`src/rtl/pwr_init_pkg.sv`:
```
// shared constants, types and lookups of the power-on and initialisation sequencer
package pwr_init_pkg;

	localparam int ADDR_W = 5;
	localparam int DATA_W = 32;

	// register byte addresses
	localparam logic [ADDR_W-1:0] REG_CTRL = 5'h00;
	localparam logic [ADDR_W-1:0] REG_STATUS = 5'h04;
	localparam logic [ADDR_W-1:0] REG_INT_STATUS = 5'h08;
	localparam logic [ADDR_W-1:0] REG_INT_MASK = 5'h0c;
	localparam logic [ADDR_W-1:0] REG_CLOCK = 5'h10;

	// control fields
	localparam int CTRL_OFF_BIT = 0;
	localparam int CTRL_AUTO_BIT = 1;
	localparam logic [1:0] CTRL_RESET = 2'h2;

	// status fields
	localparam int STS_MAIN_BIT = 0;
	localparam int STS_READY_BIT = 1;
	localparam int STS_RTC_BIT = 2;
	localparam int STS_BATT_BIT = 3;
	localparam int STS_STRAP_LSB = 4;
	localparam int STS_RSVD_BIT = 7;
	localparam int STS_STATE_LSB = 8;

	// event bits of the interrupt status and mask registers
	localparam int EVT_CAUSE = 0;
	localparam int EVT_BATT_INHIBIT = 1;
	localparam int EVT_BATT_LOW = 2;
	localparam int EVT_RESET_BTN = 3;
	localparam int EVT_STRAP = 4;
	localparam int EVT_STRAP_RSVD = 5;
	localparam int N_EVT = 6;
	localparam logic [N_EVT-1:0] MASK_RESET = 6'h00;

	// timing
	localparam int CLK_FREQ_MHZ = 50;
	localparam int CHECK_TIME_NS = 10000;
	localparam int CHECK_CYCLES = (CHECK_TIME_NS * CLK_FREQ_MHZ + 999) / 1000;

	// clock field layout
	localparam int CLOCK_BUS_LSB = 0;
	localparam int CLOCK_CORE_LSB = 16;

	localparam int STRAP_W = 3;
	localparam logic [STRAP_W-1:0] STRAP_RESET = 3'h0;

	typedef enum logic [1:0] {
		ST_OFF,
		ST_CHECK,
		ST_ON,
		ST_SPARE
	} seq_state_t;

	typedef struct packed {
		logic [15:0] core_khz;
		logic [15:0] bus_khz;
	} clk_pair_t;

	typedef struct packed {
		logic [STRAP_W-1:0] code;
		logic reserved;
		clk_pair_t pair;
	} strap_info_t;

	function automatic clk_pair_t clk_pair_of(input logic [STRAP_W-1:0] code);
		clk_pair_t p;
		p = '{core_khz: 16'h0000, bus_khz: 16'h0000};
		unique case (code)
			3'h5: p = '{core_khz: 16'd53600, bus_khz: 16'd6700};
			3'h4: p = '{core_khz: 16'd49200, bus_khz: 16'd6075};
			3'h3: p = '{core_khz: 16'd45400, bus_khz: 16'd5675};
			3'h2: p = '{core_khz: 16'd42100, bus_khz: 16'd5275};
			3'h1: p = '{core_khz: 16'd36900, bus_khz: 16'd9200};
			3'h0: p = '{core_khz: 16'd32800, bus_khz: 16'd8200};
			default: p = '{core_khz: 16'h0000, bus_khz: 16'h0000};
		endcase
		return p;
	endfunction

	function automatic logic strap_is_reserved(input logic [STRAP_W-1:0] code);
		return code[2] & code[1];
	endfunction

endpackage

```
`src/rtl/pin_sync.sv`:
```
// two-stage synchroniser for asynchronous pin inputs
`timescale 1ns/100ps
module pin_sync #(
	parameter int WIDTH = 1,
	parameter logic [WIDTH-1:0] INIT = '0
) (
	input wire logic mclk_in,
	input wire logic rstn_in,
	input wire logic [WIDTH-1:0] async_in,
	output logic [WIDTH-1:0] sync_out
);
	logic [WIDTH-1:0] meta_reg;

	initial begin
		if (WIDTH < 1) $error("pin_sync: WIDTH must be at least 1");
	end

	always_ff @(posedge mclk_in or negedge rstn_in) begin
		if (!rstn_in) begin
			meta_reg <= INIT;
			sync_out <= INIT;
		end else begin
			meta_reg <= async_in;
			sync_out <= meta_reg;
		end
	end
endmodule

```
`src/rtl/clock_strap_latch.sv`:
```
// latches the clock-select strap on release of the rtc reset and decodes it
`timescale 1ns/100ps
module clock_strap_latch
	import pwr_init_pkg::*;
(
	input wire logic mclk_in,
	input wire logic rstn_in,
	input wire logic rtc_reset_n_in,
	input wire logic [pwr_init_pkg::STRAP_W-1:0] strap_in,
	output pwr_init_pkg::strap_info_t info_out,
	output logic captured_out
);
	logic rtc_last_reg;

	always_ff @(posedge mclk_in or negedge rstn_in) begin
		if (!rstn_in) begin
			// matches the synchroniser's reset level, so reset itself is no release
			rtc_last_reg <= 1'b1;
		end else begin
			rtc_last_reg <= rtc_reset_n_in;
		end
	end

	// capture only on the low-to-high edge; held afterwards while the pins serve the serial port
	always_ff @(posedge mclk_in or negedge rstn_in) begin
		if (!rstn_in) begin
			info_out <= '{code: STRAP_RESET, reserved: 1'b0, pair: clk_pair_of(STRAP_RESET)};
			captured_out <= 1'b0;
		end else begin
			captured_out <= rtc_reset_n_in & ~rtc_last_reg; // see (RL10)
			if (rtc_reset_n_in && !rtc_last_reg) begin // see (RL10) see (RL13)
				info_out.code <= strap_in;
				info_out.reserved <= strap_is_reserved(strap_in);
				info_out.pair <= clk_pair_of(strap_in); // see (RL11)
			end
		end
	end
endmodule

```
`src/rtl/power_on_init_sequencer.sv`:
```
// power-on and initialisation sequencer with avalon-mm register slave
//
// Contract
// (RL1) main power off: battery pin high means battery ok
// (RL2) main power on: battery pin low interrupts
// (RL3) drive main power enable for dc/dc converter
// (RL4) ready rises on cause, falls after battery check
// (RL5) power switch press is a power-on cause
// (RL6) agent pulls reset button input low when pressed
// (RL7) agent holds rtc reset low about 600 ms; the agent model holds it 30 clocks (RTC_LOW), 600 ns
// (RL8) rtc logic held reset while rtc reset low
// (RL9) carrier detect is also a power-on cause
// (RL10) clock strap captured on rtc reset rising edge
// (RL11) strap selects core and bus clock pair
// (RL12) codes 110 and 111 must not be strapped
// (RL13) captured strap held until next rtc release
`timescale 1ns/100ps
module power_on_init_sequencer
	import pwr_init_pkg::*;
#(
	parameter int CHECK_WAIT = pwr_init_pkg::CHECK_CYCLES
) (
	input wire logic mclk_in,
	input wire logic rstn_in,
	input wire logic battery_inhibit_in,
	input wire logic power_switch_in,
	input wire logic reset_button_n_in,
	input wire logic rtc_reset_n_in,
	input wire logic carrier_detect_n_in,
	input wire logic [pwr_init_pkg::STRAP_W-1:0] clock_select_strap_in,
	input wire logic [pwr_init_pkg::ADDR_W-1:0] avs_address,
	input wire logic avs_read,
	input wire logic avs_write,
	input wire logic [pwr_init_pkg::DATA_W-1:0] avs_writedata,
	input wire logic [3:0] avs_byteenable,
	output logic [pwr_init_pkg::DATA_W-1:0] avs_readdata,
	output logic avs_waitrequest,
	output logic main_power_enable_out,
	output logic ready_to_operate_out,
	output logic rtc_logic_reset_out,
	output logic [pwr_init_pkg::STRAP_W-1:0] clock_select_out,
	output pwr_init_pkg::clk_pair_t clock_pair_out,
	output logic irq_out
);
	import pwr_init_pkg::*;

	localparam int CNT_W = 16;

	initial begin
		if (CHECK_WAIT < 1 || CHECK_WAIT > 65535) $error("CHECK_WAIT out of range 1..65535");
	end

	////////////////////////////////////////////////////////////////////////////
	// pin synchronisers

	logic batt_sync;
	logic power_sync;
	logic rstbtn_n_sync;
	logic rtc_n_sync;
	logic cd_n_sync;
	logic [STRAP_W-1:0] strap_sync;

	// reset levels match the idle pins so that no false edge follows reset
	pin_sync #(.WIDTH(5), .INIT(5'h17)) u_sync_ctl (
		.mclk_in(mclk_in),
		.rstn_in(rstn_in),
		.async_in({battery_inhibit_in, power_switch_in, reset_button_n_in, rtc_reset_n_in, carrier_detect_n_in}),
		.sync_out({batt_sync, power_sync, rstbtn_n_sync, rtc_n_sync, cd_n_sync})
	);

	pin_sync #(.WIDTH(STRAP_W), .INIT(STRAP_RESET)) u_sync_strap (
		.mclk_in(mclk_in),
		.rstn_in(rstn_in),
		.async_in(clock_select_strap_in),
		.sync_out(strap_sync)
	);

	////////////////////////////////////////////////////////////////////////////
	// strap capture

	strap_info_t strap_info;
	logic strap_captured;

	clock_strap_latch u_strap (
		.mclk_in(mclk_in),
		.rstn_in(rstn_in),
		.rtc_reset_n_in(rtc_n_sync),
		.strap_in(strap_sync),
		.info_out(strap_info),
		.captured_out(strap_captured)
	);

	always_ff @(posedge mclk_in or negedge rstn_in) begin
		if (!rstn_in) begin
			clock_select_out <= STRAP_RESET;
			clock_pair_out <= clk_pair_of(STRAP_RESET);
		end else begin
			clock_select_out <= strap_info.code; // see (RL13)
			clock_pair_out <= strap_info.pair; // see (RL11)
		end
	end

	// rtc logic reset follows the pin level
	always_ff @(posedge mclk_in or negedge rstn_in) begin
		if (!rstn_in) begin
			rtc_logic_reset_out <= 1'b1;
		end else begin
			rtc_logic_reset_out <= ~rtc_n_sync; // see (RL8)
		end
	end

	////////////////////////////////////////////////////////////////////////////
	// edge detection on causes and alarms

	logic power_last_reg;
	logic cd_n_last_reg;
	logic rstbtn_n_last_reg;
	logic batt_last_reg;

	always_ff @(posedge mclk_in or negedge rstn_in) begin
		if (!rstn_in) begin
			power_last_reg <= 1'b0;
			cd_n_last_reg <= 1'b1;
			rstbtn_n_last_reg <= 1'b1;
			batt_last_reg <= 1'b1;
		end else begin
			power_last_reg <= power_sync;
			cd_n_last_reg <= cd_n_sync;
			rstbtn_n_last_reg <= rstbtn_n_sync;
			batt_last_reg <= batt_sync;
		end
	end

	logic cause_power;
	logic cause_carrier;
	logic reset_press;
	logic batt_irq_fall;

	assign cause_power = power_sync & ~power_last_reg; // see (RL5)
	assign cause_carrier = ~cd_n_sync & cd_n_last_reg; // see (RL9)
	assign reset_press = ~rstbtn_n_sync & rstbtn_n_last_reg; // see (RL6)
	assign batt_irq_fall = ~batt_sync & batt_last_reg;

	////////////////////////////////////////////////////////////////////////////
	// control register and bus request decode

	logic [1:0] ctrl_reg;
	logic [N_EVT-1:0] int_status_reg;
	logic [N_EVT-1:0] int_mask_reg;
	logic bus_req;
	logic wr_take;
	logic wr_low;
	logic sw_power_off;

	assign bus_req = avs_read | avs_write;
	assign wr_take = avs_write & ~avs_waitrequest;
	assign wr_low = wr_take & avs_byteenable[0];
	assign sw_power_off = wr_low && avs_address == REG_CTRL && avs_writedata[CTRL_OFF_BIT];

	always_ff @(posedge mclk_in or negedge rstn_in) begin
		if (!rstn_in) begin
			ctrl_reg <= CTRL_RESET;
		end else if (wr_low && avs_address == REG_CTRL) begin
			ctrl_reg <= {avs_writedata[CTRL_AUTO_BIT], 1'b0};
		end
	end

	////////////////////////////////////////////////////////////////////////////
	// power sequencer

	seq_state_t state_reg;
	logic [CNT_W-1:0] wait_reg;
	logic check_done;
	logic batt_ok_evt;
	logic batt_bad_evt;
	logic batt_run_evt;

	assign check_done = state_reg == ST_CHECK && wait_reg == '0;
	assign batt_ok_evt = check_done & batt_sync; // see (RL1)
	assign batt_bad_evt = check_done & ~batt_sync; // see (RL1)
	assign batt_run_evt = state_reg == ST_ON && batt_irq_fall; // see (RL2)

	always_ff @(posedge mclk_in or negedge rstn_in) begin
		if (!rstn_in) begin
			state_reg <= ST_OFF;
		end else if (!rtc_n_sync) begin
			state_reg <= ST_OFF; // see (RL8)
		end else begin
			unique case (state_reg)
				ST_OFF: begin
					if (cause_power || cause_carrier) begin // see (RL4)
						state_reg <= ST_CHECK;
					end
				end
				ST_CHECK: begin
					if (batt_ok_evt) begin
						state_reg <= ST_ON;
					end else if (batt_bad_evt) begin
						state_reg <= ST_OFF;
					end
				end
				ST_ON: begin
					if (sw_power_off || (batt_run_evt && ctrl_reg[CTRL_AUTO_BIT])) begin // see (RL2)
						state_reg <= ST_OFF;
					end
				end
				default: begin
					state_reg <= ST_OFF;
				end
			endcase
		end
	end

	always_ff @(posedge mclk_in or negedge rstn_in) begin
		if (!rstn_in) begin
			wait_reg <= '0;
		end else if (state_reg != ST_CHECK) begin
			wait_reg <= CNT_W'(CHECK_WAIT - 1);
		end else if (wait_reg != '0) begin
			wait_reg <= wait_reg - 1'b1;
		end
	end

	always_ff @(posedge mclk_in or negedge rstn_in) begin
		if (!rstn_in) begin
			main_power_enable_out <= 1'b0;
			ready_to_operate_out <= 1'b0;
		end else begin
			// power comes up on the same edge at which ready drops
			main_power_enable_out <= state_reg == ST_ON || (batt_ok_evt && rtc_n_sync); // see (RL3)
			ready_to_operate_out <= state_reg == ST_CHECK && !check_done; // see (RL4)
		end
	end

	////////////////////////////////////////////////////////////////////////////
	// interrupt status, mask and output

	logic [N_EVT-1:0] evt_vec;

	always_comb begin
		evt_vec = '0;
		evt_vec[EVT_CAUSE] = state_reg == ST_OFF && rtc_n_sync && (cause_power || cause_carrier);
		evt_vec[EVT_BATT_INHIBIT] = batt_bad_evt;
		evt_vec[EVT_BATT_LOW] = batt_run_evt;
		evt_vec[EVT_RESET_BTN] = reset_press;
		evt_vec[EVT_STRAP] = strap_captured;
		evt_vec[EVT_STRAP_RSVD] = strap_captured & strap_info.reserved;
	end

	// a new event wins over a write-one clear in the same cycle
	always_ff @(posedge mclk_in or negedge rstn_in) begin
		if (!rstn_in) begin
			int_status_reg <= '0;
		end else if (wr_low && avs_address == REG_INT_STATUS) begin
			int_status_reg <= (int_status_reg & ~avs_writedata[N_EVT-1:0]) | evt_vec;
		end else begin
			int_status_reg <= int_status_reg | evt_vec;
		end
	end

	always_ff @(posedge mclk_in or negedge rstn_in) begin
		if (!rstn_in) begin
			int_mask_reg <= MASK_RESET;
		end else if (wr_low && avs_address == REG_INT_MASK) begin
			int_mask_reg <= avs_writedata[N_EVT-1:0];
		end
	end

	always_ff @(posedge mclk_in or negedge rstn_in) begin
		if (!rstn_in) begin
			irq_out <= 1'b0;
		end else begin
			irq_out <= |(int_status_reg & int_mask_reg);
		end
	end

	////////////////////////////////////////////////////////////////////////////
	// avalon-mm slave: one wait cycle, then read data and write effect

	logic [DATA_W-1:0] rd_mux;

	always_comb begin
		rd_mux = '0;
		unique case (avs_address)
			REG_CTRL: begin
				rd_mux[CTRL_AUTO_BIT] = ctrl_reg[CTRL_AUTO_BIT];
			end
			REG_STATUS: begin
				rd_mux[STS_MAIN_BIT] = main_power_enable_out;
				rd_mux[STS_READY_BIT] = ready_to_operate_out;
				rd_mux[STS_RTC_BIT] = ~rtc_n_sync;
				rd_mux[STS_BATT_BIT] = batt_sync;
				rd_mux[STS_STRAP_LSB +: STRAP_W] = strap_info.code;
				rd_mux[STS_RSVD_BIT] = strap_info.reserved;
				rd_mux[STS_STATE_LSB +: 2] = state_reg;
			end
			REG_INT_STATUS: begin
				rd_mux[N_EVT-1:0] = int_status_reg;
			end
			REG_INT_MASK: begin
				rd_mux[N_EVT-1:0] = int_mask_reg;
			end
			REG_CLOCK: begin
				rd_mux[CLOCK_CORE_LSB +: 16] = strap_info.pair.core_khz;
				rd_mux[CLOCK_BUS_LSB +: 16] = strap_info.pair.bus_khz;
			end
			default: begin
				rd_mux = '0;
			end
		endcase
	end

	always_ff @(posedge mclk_in or negedge rstn_in) begin
		if (!rstn_in) begin
			avs_waitrequest <= 1'b1;
		end else begin
			avs_waitrequest <= ~(bus_req & avs_waitrequest);
		end
	end

	always_ff @(posedge mclk_in or negedge rstn_in) begin
		if (!rstn_in) begin
			avs_readdata <= '0;
		end else if (avs_read && avs_waitrequest) begin
			avs_readdata <= rd_mux;
		end
	end
endmodule

```
`config.mk`:
```
export PLATFORM = sky130hd
export DESIGN_NAME = power_on_init_sequencer
export DESIGN_NICKNAME = d
export VERILOG_FILES = /design/src/rtl/pwr_init_pkg.sv /design/src/rtl/pin_sync.sv /design/src/rtl/clock_strap_latch.sv /design/src/rtl/power_on_init_sequencer.sv
export SDC_FILE = /design/constraint.sdc
export NUM_CORES = 1
export LEC_CHECK = 0
export BUFFER_PORTS_ARGS = -buffer_cell sky130_fd_sc_hd__buf_2
export CORE_MARGIN = 5
export CORE_UTILIZATION = 29
export DETAILED_ROUTE_END_ITERATION = 8
export GPL_TIMING_DRIVEN = 0
export PLACE_DENSITY_LB_ADDON = 0.25
export SETUP_SLACK_MARGIN = 0.3
export SKIP_LAST_GASP = 1
export SLEW_MARGIN = 20
export SYNTH_ARGS = -nofsm -noshare
export SYNTH_HDL_FRONTEND = slang
export SYNTH_SLANG_ARGS = --single-unit
```
`constraint.sdc`:
```
create_clock -name mclk_in -period 2 [get_ports mclk_in]
set_clock_uncertainty 0.1 [all_clocks]
set_input_delay 0.3 -clock mclk_in [delete_from_list [all_inputs] [get_ports mclk_in]]
set_output_delay 0.3 -clock mclk_in [all_outputs]
set_load 0.02 [all_outputs]
```
-- Word level (Yosys, flattened, before mapping)
Cells that the tools add are included.
- input bits: 53
- register bits: 161
- output and inout port bits: 72
- logic and storage cells: 111
- mux-type cells: 15
- equality and inequality tests: 15
- reductions and logical operators: 26
- bitwise gates (word level): 26
- $add $sub $neg: 1
- operator list (kind ; number):
    $pmux 32 s6 ; 1
    $mux 16 ; 2
    $mux 22 ; 1
    $logic_not 16->1 ; 1
    $pmux 4 s4 ; 1
    $reduce_bool 16->1 ; 1
    $sub 16x1->16 const B ; 1
    $logic_and 1x1->1 ; 13
    $and 1x1->1 ; 12
    $and 6x6->6 ; 2
    $or 6x6->6 ; 2
    $eq 5x4->1 const B ; 2
    $mux 2 ; 5
    $not 1->1 ; 8
    $pmux 4 s2 ; 1
    $eq 3x2->1 const B ; 2
    $eq 3x3->1 const B ; 2
    $mux 6 ; 1
    $ne 3x3->1 const B ; 2
    $not 6->6 ; 1
    $pmux 2 s3 ; 1
    $reduce_or 6->1 ; 1
    $eq 5x3->1 const B ; 1
    $eq 5x5->1 const B ; 1
    15 further kinds ; 18

-- Logic depth before layout (Yosys ltp)
- word-level depth: 9
- gate-level depth with buffers: 6
- mapped depth without buffers: 6

-- Modules after synthesis
From an unflattened synthesis, not the netlist that was laid out.
- cell total of the unflattened synthesis: 497
- area total of the unflattened synthesis: 5769.3 um2
- modules (own cells, without submodules) (module ; area an instance (um2) ; sequential area each (um2) ; cells an instance ; instances):
    power_on_init_sequencer ; 4229.1 ; 2690.1 ; 368 ; 1
    clock_strap_latch ; 1129.8 ; 631.9 ; 113 ; 1
    pin_sync (u_sync_ctl) ; 260.2 ; 260.2 ; 10 ; 1
    pin_sync (u_sync_strap) ; 150.1 ; 150.1 ; 6 ; 1

-- Worst setup path before layout
No wires, ideal clock.
- kind: reg-to-reg
- from: register wait_reg[0]
- to: register wait_reg[3]
- data arrival time: 1.645 ns
- required time: 1.764 ns
- clock period less this slack: 1.880 ns
- buffers on the path: 0
- library setup time: 0.136 ns
- cell stages (with the launch flop): 7
- setup slack: 0.120 ns
- cell sequence: dfrtp_1 > inv_1 > ha_1 > or3b_2 > nor4_4 > or4b_2 > a21oi_1
- longest elaborated chain between the ends: 3
- elaborated cells on any way between the ends: 5
- those cells by class: add/sub (1); mux (2); reduce/logical (2)
- RTL lines (item ; RTL line ; text):
    start: declaration ; power_on_init_sequencer.sv:172 ; logic [CNT_W-1:0] wait_reg;
    start signal: assignment ; power_on_init_sequencer.sv:218 ; wait_reg <= CNT_W'(CHECK_WAIT - 1);
    start signal: assignment ; power_on_init_sequencer.sv:220 ; wait_reg <= wait_reg - 1'b1;
    $sub 16x1->16 ; power_on_init_sequencer.sv:220 ;
    $mux 16 ; power_on_init_sequencer.sv:219 ; end else if (wait_reg != '0) begin
    $mux 16 ; power_on_init_sequencer.sv:217 ; end else if (state_reg != ST_CHECK) begin
Several ways; a longest one is shown, not always the timed one. The select of a mux whose other input is x is not followed.
A chain may end at the register's enable or synchronous reset.

-- Worst setup path after layout
- from: register wait_reg[5]
- to: register wait_reg[0]
- longest elaborated chain between the ends: 2
- RTL lines (item ; RTL line):
    $reduce_bool 16->1 ; power_on_init_sequencer.sv:219
    $reduce_bool 2->1 (no source line) ; -
No other way between the ends.

==> reports/results.ini <==
[run_status]
status = finished clean

[clock_tree]
clkSlewWorstSetupHoldPaths_ps = 50
cts_buffers = 17
cts_tree = yes
htreeDepth = 4
cts_num_sinks = 127
insertion_delay_ps = 410
cts_max_path_buffers = 2
cts-root-buf = clkbuf_16

[critical_path]
crit_family = simple AND/OR/NAND/NOR gates
crit_arrival_ps = 2090
slowest_stage = or4_4
path_cells = or4_4 > nor4_4 > buf_4 > xnor2_1 > nand2_1
path_buf_inv = 1
end_kind = flip-flop
startpoint_type = flip-flop
cpPeakStageDelay_ps = 570
cp_max_fo = 5
critPathKind = flip-flop to flip-flop
cp_data_required_time_ps = 2190

[timing]
post-route-min-period_ps = 1900
rsz0062_at_grt = yes
tightestPinTransition_ps = 710
maxSlewViolCount = 0
maxSlewHeadroom_pct = 52.6
hold_violations = 0
fin_crit_sh_pct = 94.9
whs_ps = 18.8
finalSetupViolations = 0
max_freq_mhz = 527

[yosys]
synth.area.top_cells = dfrtp_1 51%, dfstp_2 12%, nand2_1 5.7%
synth_seq_cells = 127
syn_area_um2 = 5120
synth_top_area_share_pct = 50.8
synth.avg_cell_area_um2 = 11.4
yosysWarnings = 0
async_flop_share_pct = 100
synth_cells = 448
synth_edf_count = 0
yosysTopAreaCell = dfrtp_1
yosysMostFrequentCell = dfrtp_1
synth-seq-area-share_pct = 62.6
synth_common_cells = 104 x dfrtp_1, 78 x nand2_1, 34 x o21ai_0
ys_types = 56
synthFlopType = dfrtp_1

[detailed_routing]
vias = 3862
drtIter0Drc = 215
wire_per_inst_um = 15.3
drc_errors = 0
firstDrtPassIters = 6
wl_mm = 12.8
ant_nets = 0
via_per_inst = 4.63

[layout]
largest_register = avs_readdata
largest_reg_flops = 24
final_core_util_pct = 40.6
layout.nets = 651
n_antenna_cell = 0
drive_gt1_share_pct = 39.9
top_regs = avs_readdata (24), u_strap.info_out (23), clock_pair_out (19)
layout-area-overhead-vs-synth_pct = 37.0

[place]
hpwl_mm = 8.85
place_congestion = 0.821
io_buffers = 81

[pwr]
pwr-share-clk_pct = 47.1
seq_power_share_pct = 43.1
p_int_w = 0.00512
power_switching_w = 0.00160
power.share.combinational_pct = 9.8
powerDensity_nw_per_um2 = 958
switching_share_pct = 23.9
p_leak_nw = 3.25
ir_drop_uv = 556
power_w = 0.00672

[global_route]
grt_max_degree = 84
first_global_vias = 3990
gr-usage-all-layers_pct = 13.2
grt_pass1_wl_mm = 21.1
grt_antenna_before_repair = 0
grt_overflow_total = 0

[die]
die_h_um = 143
core_um2 = 17300
dieArea_um2 = 20400
start_util_pct = 29.6
io_pins = 125
die_x_um = 143
num_rows = 48

[worst_hold_path]
min_path_type = input port to flip-flop

[job]
drv_cap = 0

==> cell families after synthesis <==
logic type / Yosys count / share of synthesized area [%]
flops: 127 / 62.6
other cells: 1 / 0.0732
xor+xnor: 3 / 0.513
compound gates: 92 / 12.1
buf+inv: 50 / 5.30
mux: 16 / 3.42
fa+ha+maj: 2 / 0.489
simple gates: 157 / 15.5
==> path summary, 6_finish.rpt <==
path / startpoint / endpoint / slack, ps / cells past startpoint
max in group asynchronous: rstn_in / clock_pair_out[31] / 750 / 3
min in group asynchronous: rstn_in / wait_reg[5] / 270 / 2
min: avs_address[0] / avs_readdata[1] / 20 / 2
max: wait_reg[5] / wait_reg[0] / 100 / 5
min reg2reg: u_sync_ctl.meta_reg[3] / u_sync_ctl.sync_out[3] / 250 / 0
max reg2reg: wait_reg[5] / wait_reg[0] / 100 / 5
==> final cells by class <==
cell class	instances	area [um2]
sequential	127	3210
timing repair buffer	116	748
inverter	10	37.5
buffer	40	245
multi-input combinational	284	1870
tap	225	282
clock buffer	24	492
clock inverter	8	128
fill	1702	10300
==> worst reg2reg max path: stages (launching register included) <==
cell and delay, ps:
dfrtp_1 420, or4_4 570, nor4_4 300, buf_4 190
xnor2_1 120, nand2_1 70
==> layout by cell type (no fill, tap or decap), types with 5 or more instances in the layout <==
| cell type | n |
|---|---|
| inv_1 | 8 |
| a22oi_1 | 11 |
| a221o_1 | 5 |
| dfrtp_2 | 6 |
| nand2_1 | 77 |
| conb_1 | 14 |
| buf_4 | 40 |
| a31oi_1 | 5 |
| clkbuf_16 | 17 |
| clkbuf_1 | 11 |
| clkbuf_2 | 6 |
| dlygate4sd3_1 | 12 |
| o21ai_0 | 30 |
| a21oi_1 | 7 |
| dfstp_2 | 23 |
| nor2_1 | 19 |
| nor2b_1 | 6 |
| dfrtp_1 | 98 |
| a22o_1 | 7 |
| buf_2 | 84 |
| nand2b_1 | 9 |
| o31ai_1 | 5 |
| mux2_2 | 12 |
==> layer usage <==
layer  share of wire [%]  global-route usage (%)  vias to the layer above
li1                    -                       -                     1838
met1                  44                    17.2                     1893
met2                  46                    20.2                      108
met3                 7.0                    3.99                       23
met4                 2.4                    6.05                        0
met5                   0                       0                        -
==> power by group through the flow <==
stage                     Sequential, W  Clock [W]  Combinational [W]
final                           0.00289    0.00317           0.000659
after global routing            0.00292    0.00339           0.000730
after CTS                       0.00289    0.00325           0.000663
after detailed placement        0.00294          0           0.000622
after global placement          0.00293          0           0.000611
after floorplan                 0.00299          0           0.000284
==> through the flow <==
step / setup WS, ps / setup TNS (ps) / std cells / cell area, um2
floorplan: 126 / 0 / 461 / 5240
global placement: -1090 / -122720 / 767 / 5920
detailed placement: -180 / -2590 / 768 / 5960
CTS: 153 / 0 / 829 / 6910
global route: 14.6 / 0 / 834 / 7020
finish: 102 / 0 / 834 / 7020
==> timing repair <==
| item | CTS | global route |
|---|---|---|
| pin swaps | 18 | 12 |
| endpoints found under the setup margin | 32 | 41 |
| setup buffers | 17 | 5 |
| gates resized for setup | 25 | 27 |
| hold buffers | 12 | 0 |
| endpoints found under the hold margin | 44 | 0 |
| gates cloned | 0 | 0 |
No activity file was read; power rests on OpenSTA's default activity.
